==> src/shared/pss_pkg.sv <==
// Package for the status summary register block: offsets, bit positions,
// reset values and the packed carriers shared by the design files.
// Assumes a 16-bit management register space addressed by 5-bit offsets.
package pss_pkg;

    // ------------------------------------------------------------------
    // Widths
    // ------------------------------------------------------------------
    localparam int unsigned ADDR_W = 5;
    localparam int unsigned DATA_W = 16;

    // ------------------------------------------------------------------
    // Register offsets
    // ------------------------------------------------------------------
    localparam logic [4:0] OFS_BASIC_MODE_STATUS = 5'h01;
    localparam logic [4:0] OFS_AUTONEG_EXPANSION = 5'h06;
    localparam logic [4:0] OFS_PHY_STATUS_SUMMARY = 5'h10;
    localparam logic [4:0] OFS_INTERRUPT_STATUS_EVENT = 5'h12;
    localparam logic [4:0] OFS_FALSE_CARRIER_COUNTER = 5'h14;
    localparam logic [4:0] OFS_RX_ERROR_COUNT = 5'h15;
    localparam logic [4:0] OFS_PCS_CONFIG = 5'h16;
    localparam logic [4:0] OFS_PHY_CONTROL = 5'h19;
    localparam logic [4:0] OFS_TENBASE_STATUS_CONTROL = 5'h1a;

    // ------------------------------------------------------------------
    // Summary register bit positions
    // ------------------------------------------------------------------
    localparam int unsigned BIT_RESERVED = 15;
    localparam int unsigned BIT_CROSSOVER_MODE = 14;
    localparam int unsigned BIT_RX_ERROR_LATCH = 13;
    localparam int unsigned BIT_POLARITY = 12;
    localparam int unsigned BIT_FALSE_CARRIER = 11;
    localparam int unsigned BIT_SIGNAL_DETECT = 10;
    localparam int unsigned BIT_DESCR_LOCK = 9;
    localparam int unsigned BIT_PAGE_RECEIVED = 8;
    localparam int unsigned BIT_INT_PENDING = 7;
    localparam int unsigned BIT_REMOTE_FAULT = 6;

    // Control bit positions
    localparam int unsigned BIT_QUALIFY_SD = 8;
    localparam int unsigned BIT_XOVER_AUTO_EN = 15;
    localparam int unsigned BIT_XOVER_FORCE = 14;
    localparam int unsigned BIT_TENBASE_POLARITY = 4;

    // ------------------------------------------------------------------
    // Reset values
    // ------------------------------------------------------------------
    localparam logic RST_QUALIFY_SD = 1'b1;
    localparam logic RST_XOVER_AUTO_EN = 1'b1;
    localparam logic RST_XOVER_FORCE = 1'b0;
    localparam logic [15:0] RST_RDATA = 16'h0000;

    // ------------------------------------------------------------------
    // Carriers
    // ------------------------------------------------------------------
    // One-cycle event pulses from the neighbouring blocks
    typedef struct packed {
        logic rx_error;
        logic false_carrier;
        logic polarity_inverted;
        logic page_received;
        logic interrupt;
        logic remote_fault;
    } pss_events_t;

    // Management port request
    typedef struct packed {
        logic [4:0] addr;
        logic [15:0] wdata;
        logic wr;
        logic rd;
    } pss_req_t;

    // Whole state of the summary block
    typedef struct packed {
        logic rx_error;
        logic false_carrier;
        logic polarity;
        logic sd_low_latch;
        logic lock_low_latch;
        logic page_received;
        logic int_pending;
        logic remote_fault;
        logic crossover_mode;
        logic qualify_sd;
        logic xover_auto_en;
        logic xover_force;
        logic [15:0] rdata;
    } pss_state_t;

endpackage

==> src/verilog/pss_sync.sv <==
// Two-stage level synchroniser for a bus of independent bits.
// Assumes each bit is a slow level; no bit-to-bit coherence is promised.
`timescale 1ns/10ps

module pss_sync #(
    parameter int unsigned WIDTH = 2
) (
    input wire logic mclk,
    input wire logic nrst,
    input wire logic [WIDTH-1:0] async_in,
    output logic [WIDTH-1:0] sync_out
);

    // ------------------------------------------------------------------
    // Elaboration check
    // ------------------------------------------------------------------
    if (WIDTH < 1)
    begin : g_bad_width
        $error("pss_sync needs at least one bit");
    end

    // ------------------------------------------------------------------
    // Stages
    // ------------------------------------------------------------------
    // First stage feeds only the second stage
    for (genvar i = 0; i < WIDTH; i++)
    begin : g_bit
        logic meta_r;
        logic sync_r;
        always_ff @(posedge mclk or negedge nrst)
        begin
            if (!nrst)
            begin
                meta_r <= 1'b0;
                sync_r <= 1'b0;
            end
            else
            begin
                meta_r <= async_in[i];
                sync_r <= meta_r;
            end
        end
        assign sync_out[i] = sync_r;
    end

endmodule

==> src/verilog/pss_summary.sv <==
// Summary status register block: upper ten bits of the PHY status summary,
// its two steering control registers, and the clearing reads it snoops.
// Assumes it sees every read of the management port, so clearing reads of
// source registers held elsewhere are observed here by address.
//
// Implementation choice: the plain strobed port.
`timescale 1ns/10ps

module pss_summary #(
    parameter int unsigned DATA_W = pss_pkg::DATA_W,
    parameter int unsigned ADDR_W = pss_pkg::ADDR_W
) (
    input wire logic mclk,
    input wire logic nrst,
    input wire logic [ADDR_W-1:0] reg_addr,
    input wire logic [DATA_W-1:0] reg_wdata,
    input wire logic reg_wr,
    input wire logic reg_rd,
    output logic [DATA_W-1:0] reg_rdata,
    input wire pss_pkg::pss_events_t events,
    input wire logic crossover_swap,
    input wire logic signal_detect_raw,
    input wire logic descrambler_lock_raw,
    output logic crossover_mode,
    output logic signal_detect_qualified
);

    // ------------------------------------------------------------------
    // Elaboration checks
    // ------------------------------------------------------------------
    if (DATA_W != pss_pkg::DATA_W)
    begin : g_bad_data_w
        $error("pss_summary supports a 16-bit register width only");
    end

    if (ADDR_W != pss_pkg::ADDR_W)
    begin : g_bad_addr_w
        $error("pss_summary supports a 5-bit register address only");
    end

    // ------------------------------------------------------------------
    // Declarations
    // ------------------------------------------------------------------
    pss_pkg::pss_state_t state_r;
    pss_pkg::pss_state_t state_nxt;
    pss_pkg::pss_req_t req;
    logic [1:0] pmd_async;
    logic [1:0] pmd_sync;
    logic sd_raw_s;
    logic lock_s;
    logic sd_current;
    logic rd_summary;
    logic rd_basic_status;
    logic rd_expansion;
    logic rd_int_status;
    logic rd_false_carrier;
    logic rd_rx_error;
    logic rd_tenbase;
    logic wr_pcs_config;
    logic wr_phy_control;
    logic [15:0] summary_word;
    logic [15:0] pcs_config_word;
    logic [15:0] phy_control_word;

    // ------------------------------------------------------------------
    // Request bundle
    // ------------------------------------------------------------------
    assign req.addr = reg_addr;
    assign req.wdata = reg_wdata;
    assign req.wr = reg_wr;
    assign req.rd = reg_rd;

    // ------------------------------------------------------------------
    // Receiver status from the PMD
    // ------------------------------------------------------------------
    // These come from the recovered receive clock, so they are resynced
    assign pmd_async[0] = signal_detect_raw;
    assign pmd_async[1] = descrambler_lock_raw;

    pss_sync #(
        .WIDTH(2)
    ) u_pmd_sync (
        .mclk(mclk),
        .nrst(nrst),
        .async_in(pmd_async),
        .sync_out(pmd_sync)
    );

    assign sd_raw_s = pmd_sync[0];
    assign lock_s = pmd_sync[1];

    // Qualified detect, as fed to the link monitor
    always_comb
    begin
        if (state_r.qualify_sd)
        begin
            sd_current = sd_raw_s & lock_s;
        end
        else
        begin
            sd_current = sd_raw_s;
        end
    end

    // ------------------------------------------------------------------
    // Address decode
    // ------------------------------------------------------------------
    // Reads of neighbouring registers are snooped for their clear effect
    assign rd_summary = req.rd && (req.addr == pss_pkg::OFS_PHY_STATUS_SUMMARY);
    assign rd_basic_status = req.rd && (req.addr == pss_pkg::OFS_BASIC_MODE_STATUS);
    assign rd_expansion = req.rd && (req.addr == pss_pkg::OFS_AUTONEG_EXPANSION);
    assign rd_int_status = req.rd && (req.addr == pss_pkg::OFS_INTERRUPT_STATUS_EVENT);
    assign rd_false_carrier = req.rd && (req.addr == pss_pkg::OFS_FALSE_CARRIER_COUNTER);
    assign rd_rx_error = req.rd && (req.addr == pss_pkg::OFS_RX_ERROR_COUNT);
    assign rd_tenbase = req.rd && (req.addr == pss_pkg::OFS_TENBASE_STATUS_CONTROL);
    assign wr_pcs_config = req.wr && (req.addr == pss_pkg::OFS_PCS_CONFIG);
    assign wr_phy_control = req.wr && (req.addr == pss_pkg::OFS_PHY_CONTROL);

    // ------------------------------------------------------------------
    // Read words
    // ------------------------------------------------------------------
    always_comb
    begin
        summary_word = '0;
        summary_word[pss_pkg::BIT_RESERVED] = 1'b0;
        summary_word[pss_pkg::BIT_CROSSOVER_MODE] = state_r.crossover_mode;
        summary_word[pss_pkg::BIT_RX_ERROR_LATCH] = state_r.rx_error;
        summary_word[pss_pkg::BIT_POLARITY] = state_r.polarity;
        summary_word[pss_pkg::BIT_FALSE_CARRIER] = state_r.false_carrier;
        summary_word[pss_pkg::BIT_SIGNAL_DETECT] = state_r.sd_low_latch;
        summary_word[pss_pkg::BIT_DESCR_LOCK] = state_r.lock_low_latch;
        summary_word[pss_pkg::BIT_PAGE_RECEIVED] = state_r.page_received;
        summary_word[pss_pkg::BIT_INT_PENDING] = state_r.int_pending;
        summary_word[pss_pkg::BIT_REMOTE_FAULT] = state_r.remote_fault;
    end

    always_comb
    begin
        pcs_config_word = '0;
        pcs_config_word[pss_pkg::BIT_QUALIFY_SD] = state_r.qualify_sd;
    end

    always_comb
    begin
        phy_control_word = '0;
        phy_control_word[pss_pkg::BIT_XOVER_AUTO_EN] = state_r.xover_auto_en;
        phy_control_word[pss_pkg::BIT_XOVER_FORCE] = state_r.xover_force;
    end

    // ------------------------------------------------------------------
    // Next state
    // ------------------------------------------------------------------
    always_comb
    begin
        state_nxt = state_r;

        // Control registers; the summary itself is read-only
        if (wr_pcs_config)
        begin
            state_nxt.qualify_sd = req.wdata[pss_pkg::BIT_QUALIFY_SD];
        end
        if (wr_phy_control)
        begin
            state_nxt.xover_auto_en = req.wdata[pss_pkg::BIT_XOVER_AUTO_EN];
            state_nxt.xover_force = req.wdata[pss_pkg::BIT_XOVER_FORCE];
        end

        // Crossover: force wins over the algorithm
        if (state_r.xover_force)
        begin
            state_nxt.crossover_mode = 1'b1;
        end
        else if (state_r.xover_auto_en)
        begin
            state_nxt.crossover_mode = crossover_swap;
        end
        else
        begin
            state_nxt.crossover_mode = 1'b0;
        end

        // Latch-high flags: an event in the clearing cycle wins
        state_nxt.rx_error = (state_r.rx_error & ~rd_rx_error)
            | events.rx_error;
        state_nxt.false_carrier = (state_r.false_carrier & ~rd_false_carrier)
            | events.false_carrier;
        state_nxt.polarity = (state_r.polarity & ~rd_tenbase)
            | events.polarity_inverted;
        state_nxt.page_received = (state_r.page_received & ~rd_expansion)
            | events.page_received;
        state_nxt.int_pending = (state_r.int_pending & ~rd_int_status)
            | events.interrupt;
        state_nxt.remote_fault = (state_r.remote_fault & ~rd_basic_status)
            | events.remote_fault;

        // Latch-low flags: a read shows the held value, then resamples
        if (rd_summary)
        begin
            state_nxt.sd_low_latch = sd_current;
            state_nxt.lock_low_latch = lock_s;
        end
        else
        begin
            state_nxt.sd_low_latch = state_r.sd_low_latch & sd_current;
            state_nxt.lock_low_latch = state_r.lock_low_latch & lock_s;
        end

        // Read data stands for exactly the cycle after the strobe
        state_nxt.rdata = pss_pkg::RST_RDATA;
        if (req.rd)
        begin
            case (req.addr)
                pss_pkg::OFS_PHY_STATUS_SUMMARY:
                begin
                    state_nxt.rdata = summary_word;
                end
                pss_pkg::OFS_PCS_CONFIG:
                begin
                    state_nxt.rdata = pcs_config_word;
                end
                pss_pkg::OFS_PHY_CONTROL:
                begin
                    state_nxt.rdata = phy_control_word;
                end
                default:
                begin
                    // Unmapped here: answers zero
                    state_nxt.rdata = pss_pkg::RST_RDATA;
                end
            endcase
        end
    end

    // ------------------------------------------------------------------
    // State register
    // ------------------------------------------------------------------
    always_ff @(posedge mclk or negedge nrst)
    begin
        if (!nrst)
        begin
            state_r.rx_error <= 1'b0;
            state_r.false_carrier <= 1'b0;
            state_r.polarity <= 1'b0;
            state_r.sd_low_latch <= 1'b0;
            state_r.lock_low_latch <= 1'b0;
            state_r.page_received <= 1'b0;
            state_r.int_pending <= 1'b0;
            state_r.remote_fault <= 1'b0;
            state_r.crossover_mode <= 1'b0;
            state_r.qualify_sd <= pss_pkg::RST_QUALIFY_SD;
            state_r.xover_auto_en <= pss_pkg::RST_XOVER_AUTO_EN;
            state_r.xover_force <= pss_pkg::RST_XOVER_FORCE;
            state_r.rdata <= pss_pkg::RST_RDATA;
        end
        else
        begin
            state_r <= state_nxt;
        end
    end

    // ------------------------------------------------------------------
    // Outputs
    // ------------------------------------------------------------------
    assign reg_rdata = state_r.rdata;
    assign crossover_mode = state_r.crossover_mode;
    assign signal_detect_qualified = state_r.sd_low_latch;

endmodule

==> config.mk <==
export PLATFORM = sky130hd
export DESIGN_NAME = pss_summary
export DESIGN_NICKNAME = d
export VERILOG_FILES = /design/src/shared/pss_pkg.sv /design/src/verilog/pss_sync.sv /design/src/verilog/pss_summary.sv
export SDC_FILE = /design/constraint.sdc
export NUM_CORES = 1
export LEC_CHECK = 0
export ABC_CLOCK_PERIOD_IN_PS = 1300
export BUFFER_PORTS_ARGS = -buffer_cell sky130_fd_sc_hd__buf_2
export CORE_MARGIN = 1.5
export CORE_UTILIZATION = 45
export DETAILED_ROUTE_END_ITERATION = 10
export GPL_TIMING_DRIVEN = 0
export PLACE_DENSITY = 0.8
export RECOVER_POWER = 50
export SETUP_SLACK_MARGIN = 0.5
export SLEW_MARGIN = 20
export SYNTH_ARGS = -nofsm -noshare
export SYNTH_HDL_FRONTEND = slang
export SYNTH_SLANG_ARGS = --single-unit
==> constraint.sdc <==
create_clock -name mclk -period 1.3 [get_ports mclk]
set_clock_uncertainty 0.15 [all_clocks]
set_input_delay 0.26 -clock mclk [delete_from_list [all_inputs] [get_ports mclk]]
set_output_delay 0.26 -clock mclk [all_outputs]
set_load 0.05 [all_outputs]
==> results.ini, run 1 <==
[floorplanning]
die_area_um2 = 2810
chipWidth_um = 53.0
ios = 52
die_h_um = 53.0
initial_core_util_pct = 49.4
core_um2 = 2280
core.rowCount = 17

[routing]
top_layer = met4
drtIter0Drc = 13
routed_via_density = 4.94
met1_length_um = 916
route.met3.wl_um = 132
avgRoutedWirePerCell_um = 13.7
via_count = 844
drc = 0
route.met2.wl_um = 1250
totalWireLength_um = 2340
antenna_left = 0
dr.pass1.iters = 4

[synthesis]
synth_area_um2 = 1120
synthFlopType = dfrtp_1
synth_cell_types = 29
async_flop_share_pct = 100
ys_seq_area_share_pct = 58.1
yosysWarnings = 0
syn_area_per_cell_um2 = 12.1
synth_edf_count = 0
ys_seq_elements = 26
syn-instance-count = 93

[worst_setup_path]
cp_cell_sequence = buf_6 -> buf_8
path_class = register to primary output
cpMaxStageDelayCell = dfrtp_1
cp_data_required_time_ns = 0.89
critPathMaxStageDelay_ns = 0.40
path_max_fanout = 1
start_kind = register
cp-end-kind = primary output
cp.arrival_ns = 0.97

[sta]
rsz0062_at_grt = yes
setup_tns_ns = -0.728
tightest_slew_ns = 0.606
setup_ws_ns = -0.0787
whs_ns = -0.230
slew_violations = 0
period_needed_ns = 1.38
fin_crit_sh_pct = 106
relSlewSlack_pct = 59.6
final_hold_viol_count = 32
setup_violations = 12
fmax_ghz = 0.725

[global_routing]
antenna_found_initial = 0
grt_usage_pct = 17.6
gr-total-overflow = 0
grt_pass1_wl_um = 3540
grt_pass1_vias = 761
grt_max_degree = 27

[clocking]
path_clk_slew_ns = 0.14
clk_latency_ns = 0.31
cts_root_buf = clkbuf_4
htree_levels = 1
cts_tree = yes
clock_sinks = 26
clockBufferDepth = 2
cts_buffers = 3

[power_and_ir_drop]
seqPwrFrac_pct = 54.3
p_sw_w = 0.000442
power_density_nw_per_um2 = 920
irDropWorstVdd_mv = 1.24
p_leak_nw = 0.835
p_total_w = 0.00163
swShare_pct = 27.1
pwr-share-clk_pct = 24.7
combPwrFrac_pct = 21.0
p_int_w = 0.00119

[cells_and_area]
layout.nets = 178
drive_above_1_share_pct = 66.4
syn_to_final_growth_pct = 57.8
antenna_cells = 0
nFillCells = 134

[placed_design]
dp_hpwl_um = 1370
port_buffers = 30
gp_congestion = 0.810

[status]
violations = negative hold slack, negative setup slack
status = complete, but fails checks

[run]
drv_cap = 0

[hold_path]
hold_class = input port to async pin

-- registers in the layout, indices dropped and copies added, names as in the netlist --
register / count
signal_detect_qualified: 1
phy_control_word: 2
pcs_config_word: 1
u_pmd_sync.g_bit.meta_r: 2
reg_rdata: 10
state_r: 7
crossover_mode: 1
u_pmd_sync.g_bit.sync_r: 2
-- path summary, 6_finish.rpt --
check / to / slack [ns] / start / cells after the start
setup / recovery: reg_rdata[14] / -0.08 / reg_rdata[14] / 2
hold / removal: phy_control_word[14] / -0.23 / nrst / 1
setup reg to reg: signal_detect_qualified / 0.18 / pcs_config_word[8] / 2
hold reg to reg: u_pmd_sync.g_bit[0].sync_r / 0.21 / u_pmd_sync.g_bit[0].meta_r / 0
max in group asynchronous: signal_detect_qualified / 0.79 / nrst / 1
min in group mclk: u_pmd_sync.g_bit[1].meta_r / -0.10 / descrambler_lock_raw / 1
-- layout make-up --
| type | instances | area (um2) | area share [%] |
|---|---|---|---|
| flip-flops and latches | 26 | 656 | 36.9 |
| inverters | 1 | 3.75 | 0.211 |
| plain buffers | 18 | 191 | 10.8 |
| repair buffers | 41 | 378 | 21.3 |
| well taps | 28 | 35.0 | 1.97 |
| clock buffers | 4 | 36.3 | 2.04 |
| multi-input cells | 53 | 475 | 26.8 |
-- Yosys cell counts (2+ instances only) --
| cell type | count | share of area (%) |
|---|---|---|
| a21o_1 | 3 | 2.0 |
| a31oi_1 | 2 | 1.1 |
| and2_1 | 7 | 3.9 |
| buf_4 | 16 | 11 |
| dfrtp_1 | 24 | 53 |
| dfstp_2 | 2 | 4.7 |
| mux2_2 | 3 | 3.0 |
| nand2_1 | 3 | 1.0 |
| nand2b_1 | 4 | 2.2 |
| nand3_1 | 2 | 0.89 |
| nor2_1 | 4 | 1.3 |
| nor3_1 | 3 | 1.3 |
| nor3b_1 | 2 | 1.3 |
| nor4_1 | 3 | 1.7 |
-- power groups by stage --
stage | Sequential (W) | Combinational [W] | Clock (W)
floorplan | 0.000918 | 0.000144 | 0
global placement | 0.000892 | 0.000242 | 0
detailed placement | 0.000894 | 0.000247 | 0
CTS | 0.000883 | 0.000305 | 0.000394
global route | 0.000892 | 0.000366 | 0.000428
finish | 0.000887 | 0.000343 | 0.000404
-- per-layer routing --
layer | global-route usage (%) | vias to the layer above
li1 | - | 396
met4 | 6.41 | 0
met1 | 20.5 | 410
met5 | 0 | -
met3 | 3.67 | 4
met2 | 31.5 | 34
-- logic make-up (layout without fill, tap and decap cells) --
| kind of cell | Yosys count | after routing | share of synthesized area [%] |
|---|---|---|---|
| other cells | 1 | 6 | 0.333 |
| mux | 3 | 3 | 3.00 |
| simple gates | 35 | 35 | 20.8 |
| flops | 26 | 26 | 58.1 |
| buf+inv | 19 | 64 | 11.9 |
| compound gates | 9 | 9 | 5.90 |
-- critical path, delay by kind of cell, from the launching register on --
| family | cells | cell delay (ns) |
|---|---|---|
| buffers and inverters | 2 | 0.26 |
| DFF | 1 | 0.40 |
-- through the flow --
step | cell area [um2] | hold slack (ns) | setup WS (ns) | util (%) | std cells
finish | 1780 | -0.230 | -0.0787 | 78.0 | 171
detailed placement | 1420 | 0.128 | -0.235 | 62.2 | 156
global route | 1780 | -0.173 | -0.115 | 78.0 | 171
CTS | 1670 | -0.216 | -0.0724 | 73.4 | 168
floorplan | 1230 | -0.186 | -0.00194 | - | 98
global placement | 1420 | 0.120 | -0.231 | 62.2 | 156
-- cell usage in the layout (no fill, tap or decap), types with 2 or more instances in the layout --
master and instances:
dfrtp_2 2, conb_1 6, clkbuf_4 3, buf_4 12, and2_4 7, mux2_4 3
dfstp_2 2, clkbuf_8 2, buf_6 20, nor2_1 4, buf_8 8, buf_2 15
buf_12 2, nor3b_2 2, a21o_1 3, nand2_1 2, nand2b_1 3, dfrtp_1 22
nand3_2 2, nand2b_4 2, nor4_2 2
-- repair_timing --
| action | 4_1_cts | 5_1_grt |
|---|---|---|
| pin swaps | 19 | 7 |
| cloned | 1 | 0 |
| setup endpoints to repair | 33 | 34 |
| setup buffers | 7 | 3 |
| resized for setup | 45 | 24 |
| hold endpoints to repair | 31 | 30 |
(Power assumes the default switching activity.)
==> run 2: changes to the inputs <==
--- a/config.mk
+++ b/config.mk
@@ -8,12 +8,13 @@
 export ABC_CLOCK_PERIOD_IN_PS = 1300
 export BUFFER_PORTS_ARGS = -buffer_cell sky130_fd_sc_hd__buf_2
 export CORE_MARGIN = 1.5
-export CORE_UTILIZATION = 45
+export CORE_UTILIZATION = 47
+export CTS_BUF_LIST = sky130_fd_sc_hd__clkbuf_4
 export DETAILED_ROUTE_END_ITERATION = 10
 export GPL_TIMING_DRIVEN = 0
-export PLACE_DENSITY = 0.8
+export PLACE_DENSITY = 0.83
 export RECOVER_POWER = 50
-export SETUP_SLACK_MARGIN = 0.5
+export SETUP_SLACK_MARGIN = 0.2
 export SLEW_MARGIN = 20
 export SYNTH_ARGS = -nofsm -noshare
 export SYNTH_HDL_FRONTEND = slang
==> results.ini, run 2 (synthesized netlist as in run 1, its figures left out) <==
[sta]
rsz0062_at_grt = yes  ; unchanged
setup_ws_ns = -0.0892  ; was -0.0787 ns
fmax_ghz = 0.720  ; was 0.725 GHz
final_hold_viol_count = 1  ; was 32
whs_ns = -0.0139  ; was -0.230 ns
fin_crit_sh_pct = 107  ; was 106%
slew_violations = 0  ; unchanged
setup_violations = 12  ; unchanged
relSlewSlack_pct = 60.4  ; was 59.6%
period_needed_ns = 1.39  ; was 1.38 ns
tightest_slew_ns = 0.593  ; was 0.606 ns

[worst_setup_path]
cp.arrival_ns = 0.98  ; was 0.97 ns
r2r_cells = 2  ; unchanged
start_kind = register  ; unchanged
critPathMaxStageDelay_ns = 0.40  ; about the same
cpMaxStageDelayCell = dfrtp_1  ; unchanged
cp_cell_sequence = buf_6 -> buf_8  ; unchanged
path_max_fanout = 1  ; unchanged
cp_data_required_time_ns = 0.89  ; about the same
cp-end-kind = primary output  ; unchanged
path_class = register to primary output  ; unchanged

[power_and_ir_drop]
power_density_nw_per_um2 = 982  ; was 920 nW/um2
irDropWorstVdd_mv = 0.880  ; was 1.24 mV
p_leak_nw = 0.831  ; was 0.835 nW
p_total_w = 0.00173  ; was 0.00163 W

[clocking]
cts_buffers = 3  ; unchanged
htree_levels = 1  ; unchanged
path_clk_slew_ns = 0.13  ; was 0.14 ns
cts_tree = yes  ; unchanged
cts_root_buf = clkbuf_4  ; unchanged
clockBufferDepth = 2  ; unchanged
clock_sinks = 26  ; unchanged
clk_latency_ns = 0.32  ; was 0.31 ns

[cells_and_area]
final_area_um2 = 1760  ; was 1780 um2
layout_common_cells = 23 x dfrtp_1, 14 x buf_6, 14 x buf_2, 12 x buf_4, 11 x buf_8  ; was 22 x dfrtp_1, 20 x buf_6, 15 x buf_2, 12 x buf_4, 8 x buf_8
final_cells = 179  ; was 171
nFillCells = 134  ; unchanged
syn_to_final_growth_pct = 56.3  ; was 57.8%
multi_input_area_um2 = 367  ; was 475 um2
seq_area_um2 = 654  ; was 656 um2
antenna_cells = 0  ; unchanged
layout.nets = 186  ; was 178
fin_util_pct = 78.7  ; was 78.0%
drive_above_1_share_pct = 49.0  ; was 66.4%
layout_commonest_cell = dfrtp_1  ; unchanged
largest_reg_flops = 10  ; unchanged

[placed_design]
gp_congestion = 0.785  ; was 0.810
placed_cell_area_um2 = 1370  ; was 1420 um2
dp_hpwl_um = 1280  ; was 1370 um
dp.cells = 156  ; unchanged
port_buffers = 30  ; unchanged

[routing]
dr.pass1.iters = 4  ; unchanged
via_count = 848  ; was 844
avgRoutedWirePerCell_um = 12.0  ; was 13.7 um
antenna_left = 0  ; unchanged
drtIter0Drc = 14  ; was 13
totalWireLength_um = 2140  ; was 2340 um
drc = 0  ; unchanged
routed_via_density = 4.74  ; was 4.94

[floorplanning]
ios = 52  ; unchanged
core_um2 = 2230  ; was 2280 um2
core.rowCount = 17  ; unchanged
die_h_um = 51.9  ; was 53.0 um
chipWidth_um = 51.9  ; was 53.0 um
initial_core_util_pct = 50.4  ; was 49.4%
die_area_um2 = 2700  ; was 2810 um2

[global_routing]
grt_pass1_vias = 791  ; was 761
gr-total-overflow = 0  ; unchanged
grt_pass1_wl_um = 3240  ; was 3540 um
antenna_found_initial = 0  ; unchanged
grt_max_degree = 27  ; unchanged
grt_usage_pct = 16.5  ; was 17.6%

[hold_path]
hold_class = input port to register  ; was input port to async pin
holdPathStages = 2

[run]
drv_cap = 0  ; unchanged

[status]
violations = negative hold slack, negative setup slack  ; unchanged
status = complete, but fails checks  ; unchanged

[run 2: layer usage]
metal  routed length [um]  vias to the layer above  global-route usage, %  part of all wire (%)
li1                     -                      411                      -                     -
met1                  841                      400                   18.5                    39
met2                 1160                       33                   29.7                    54
met3                  114                        4                   2.87                   5.3
met4                   30                        0                   8.33                   1.4
met5                    0                        -                      0                     0
[run 2: worst paths after layout]
check / end / start / slack [ns]
worst max-delay path: reg_rdata[11] / reg_rdata[11] / -0.09
worst min-delay path: reg_rdata[14] / reg_addr[2] / -0.01
worst max register to register: signal_detect_qualified / pcs_config_word[8] / 0.21
worst min register to register: u_pmd_sync.g_bit[1].sync_r / u_pmd_sync.g_bit[1].meta_r / 0.21
max in group asynchronous: crossover_mode / nrst / 0.29
min in group asynchronous: state_r[26] / nrst / 0.30
[run 2: cell type report]
class	count	share of cell area, %
sequential	26	37.2
inverter	1	0.214
buffer	18	10.9
multi-input combinational	53	20.9
tap	28	1.99
timing repair buffer	49	25.8
clock buffer	3	1.28
clock inverter	1	1.71
[run 2: critical path: cells and delay by family (launching register included)]
kind	cells	cell delay (ns)
buffers and inverters	2	0.26
DFF	1	0.40
[run 2: report_power, final]
part	switching [W]	leakage [nW]	internal, W
clock network	0.000228	0.0279	0.000312
logic	0.000157	0.491	0.000147
registers	0.0000256	0.312	0.000857
[run 2: what timing repair did]
item,4_1_cts,5_1_grt
pin swaps,4,7
buffers inserted,6,3
cloned,1,0
endpoints found under the setup margin,14,25
hold buffers,9,0
endpoints found under the hold margin,33,0
resized for setup,55,5
[run 2: stage by stage]
| stage | TNS [ns] | setup slack (ns) |
|---|---|---|
| global placement | -1.28 | -0.228 |
| CTS | -0.926 | -0.0960 |
| global route | -1.32 | -0.126 |
| detailed placement | -1.73 | -0.253 |
| finish | -0.807 | -0.0892 |
| floorplan | -0.00194 | -0.00194 |
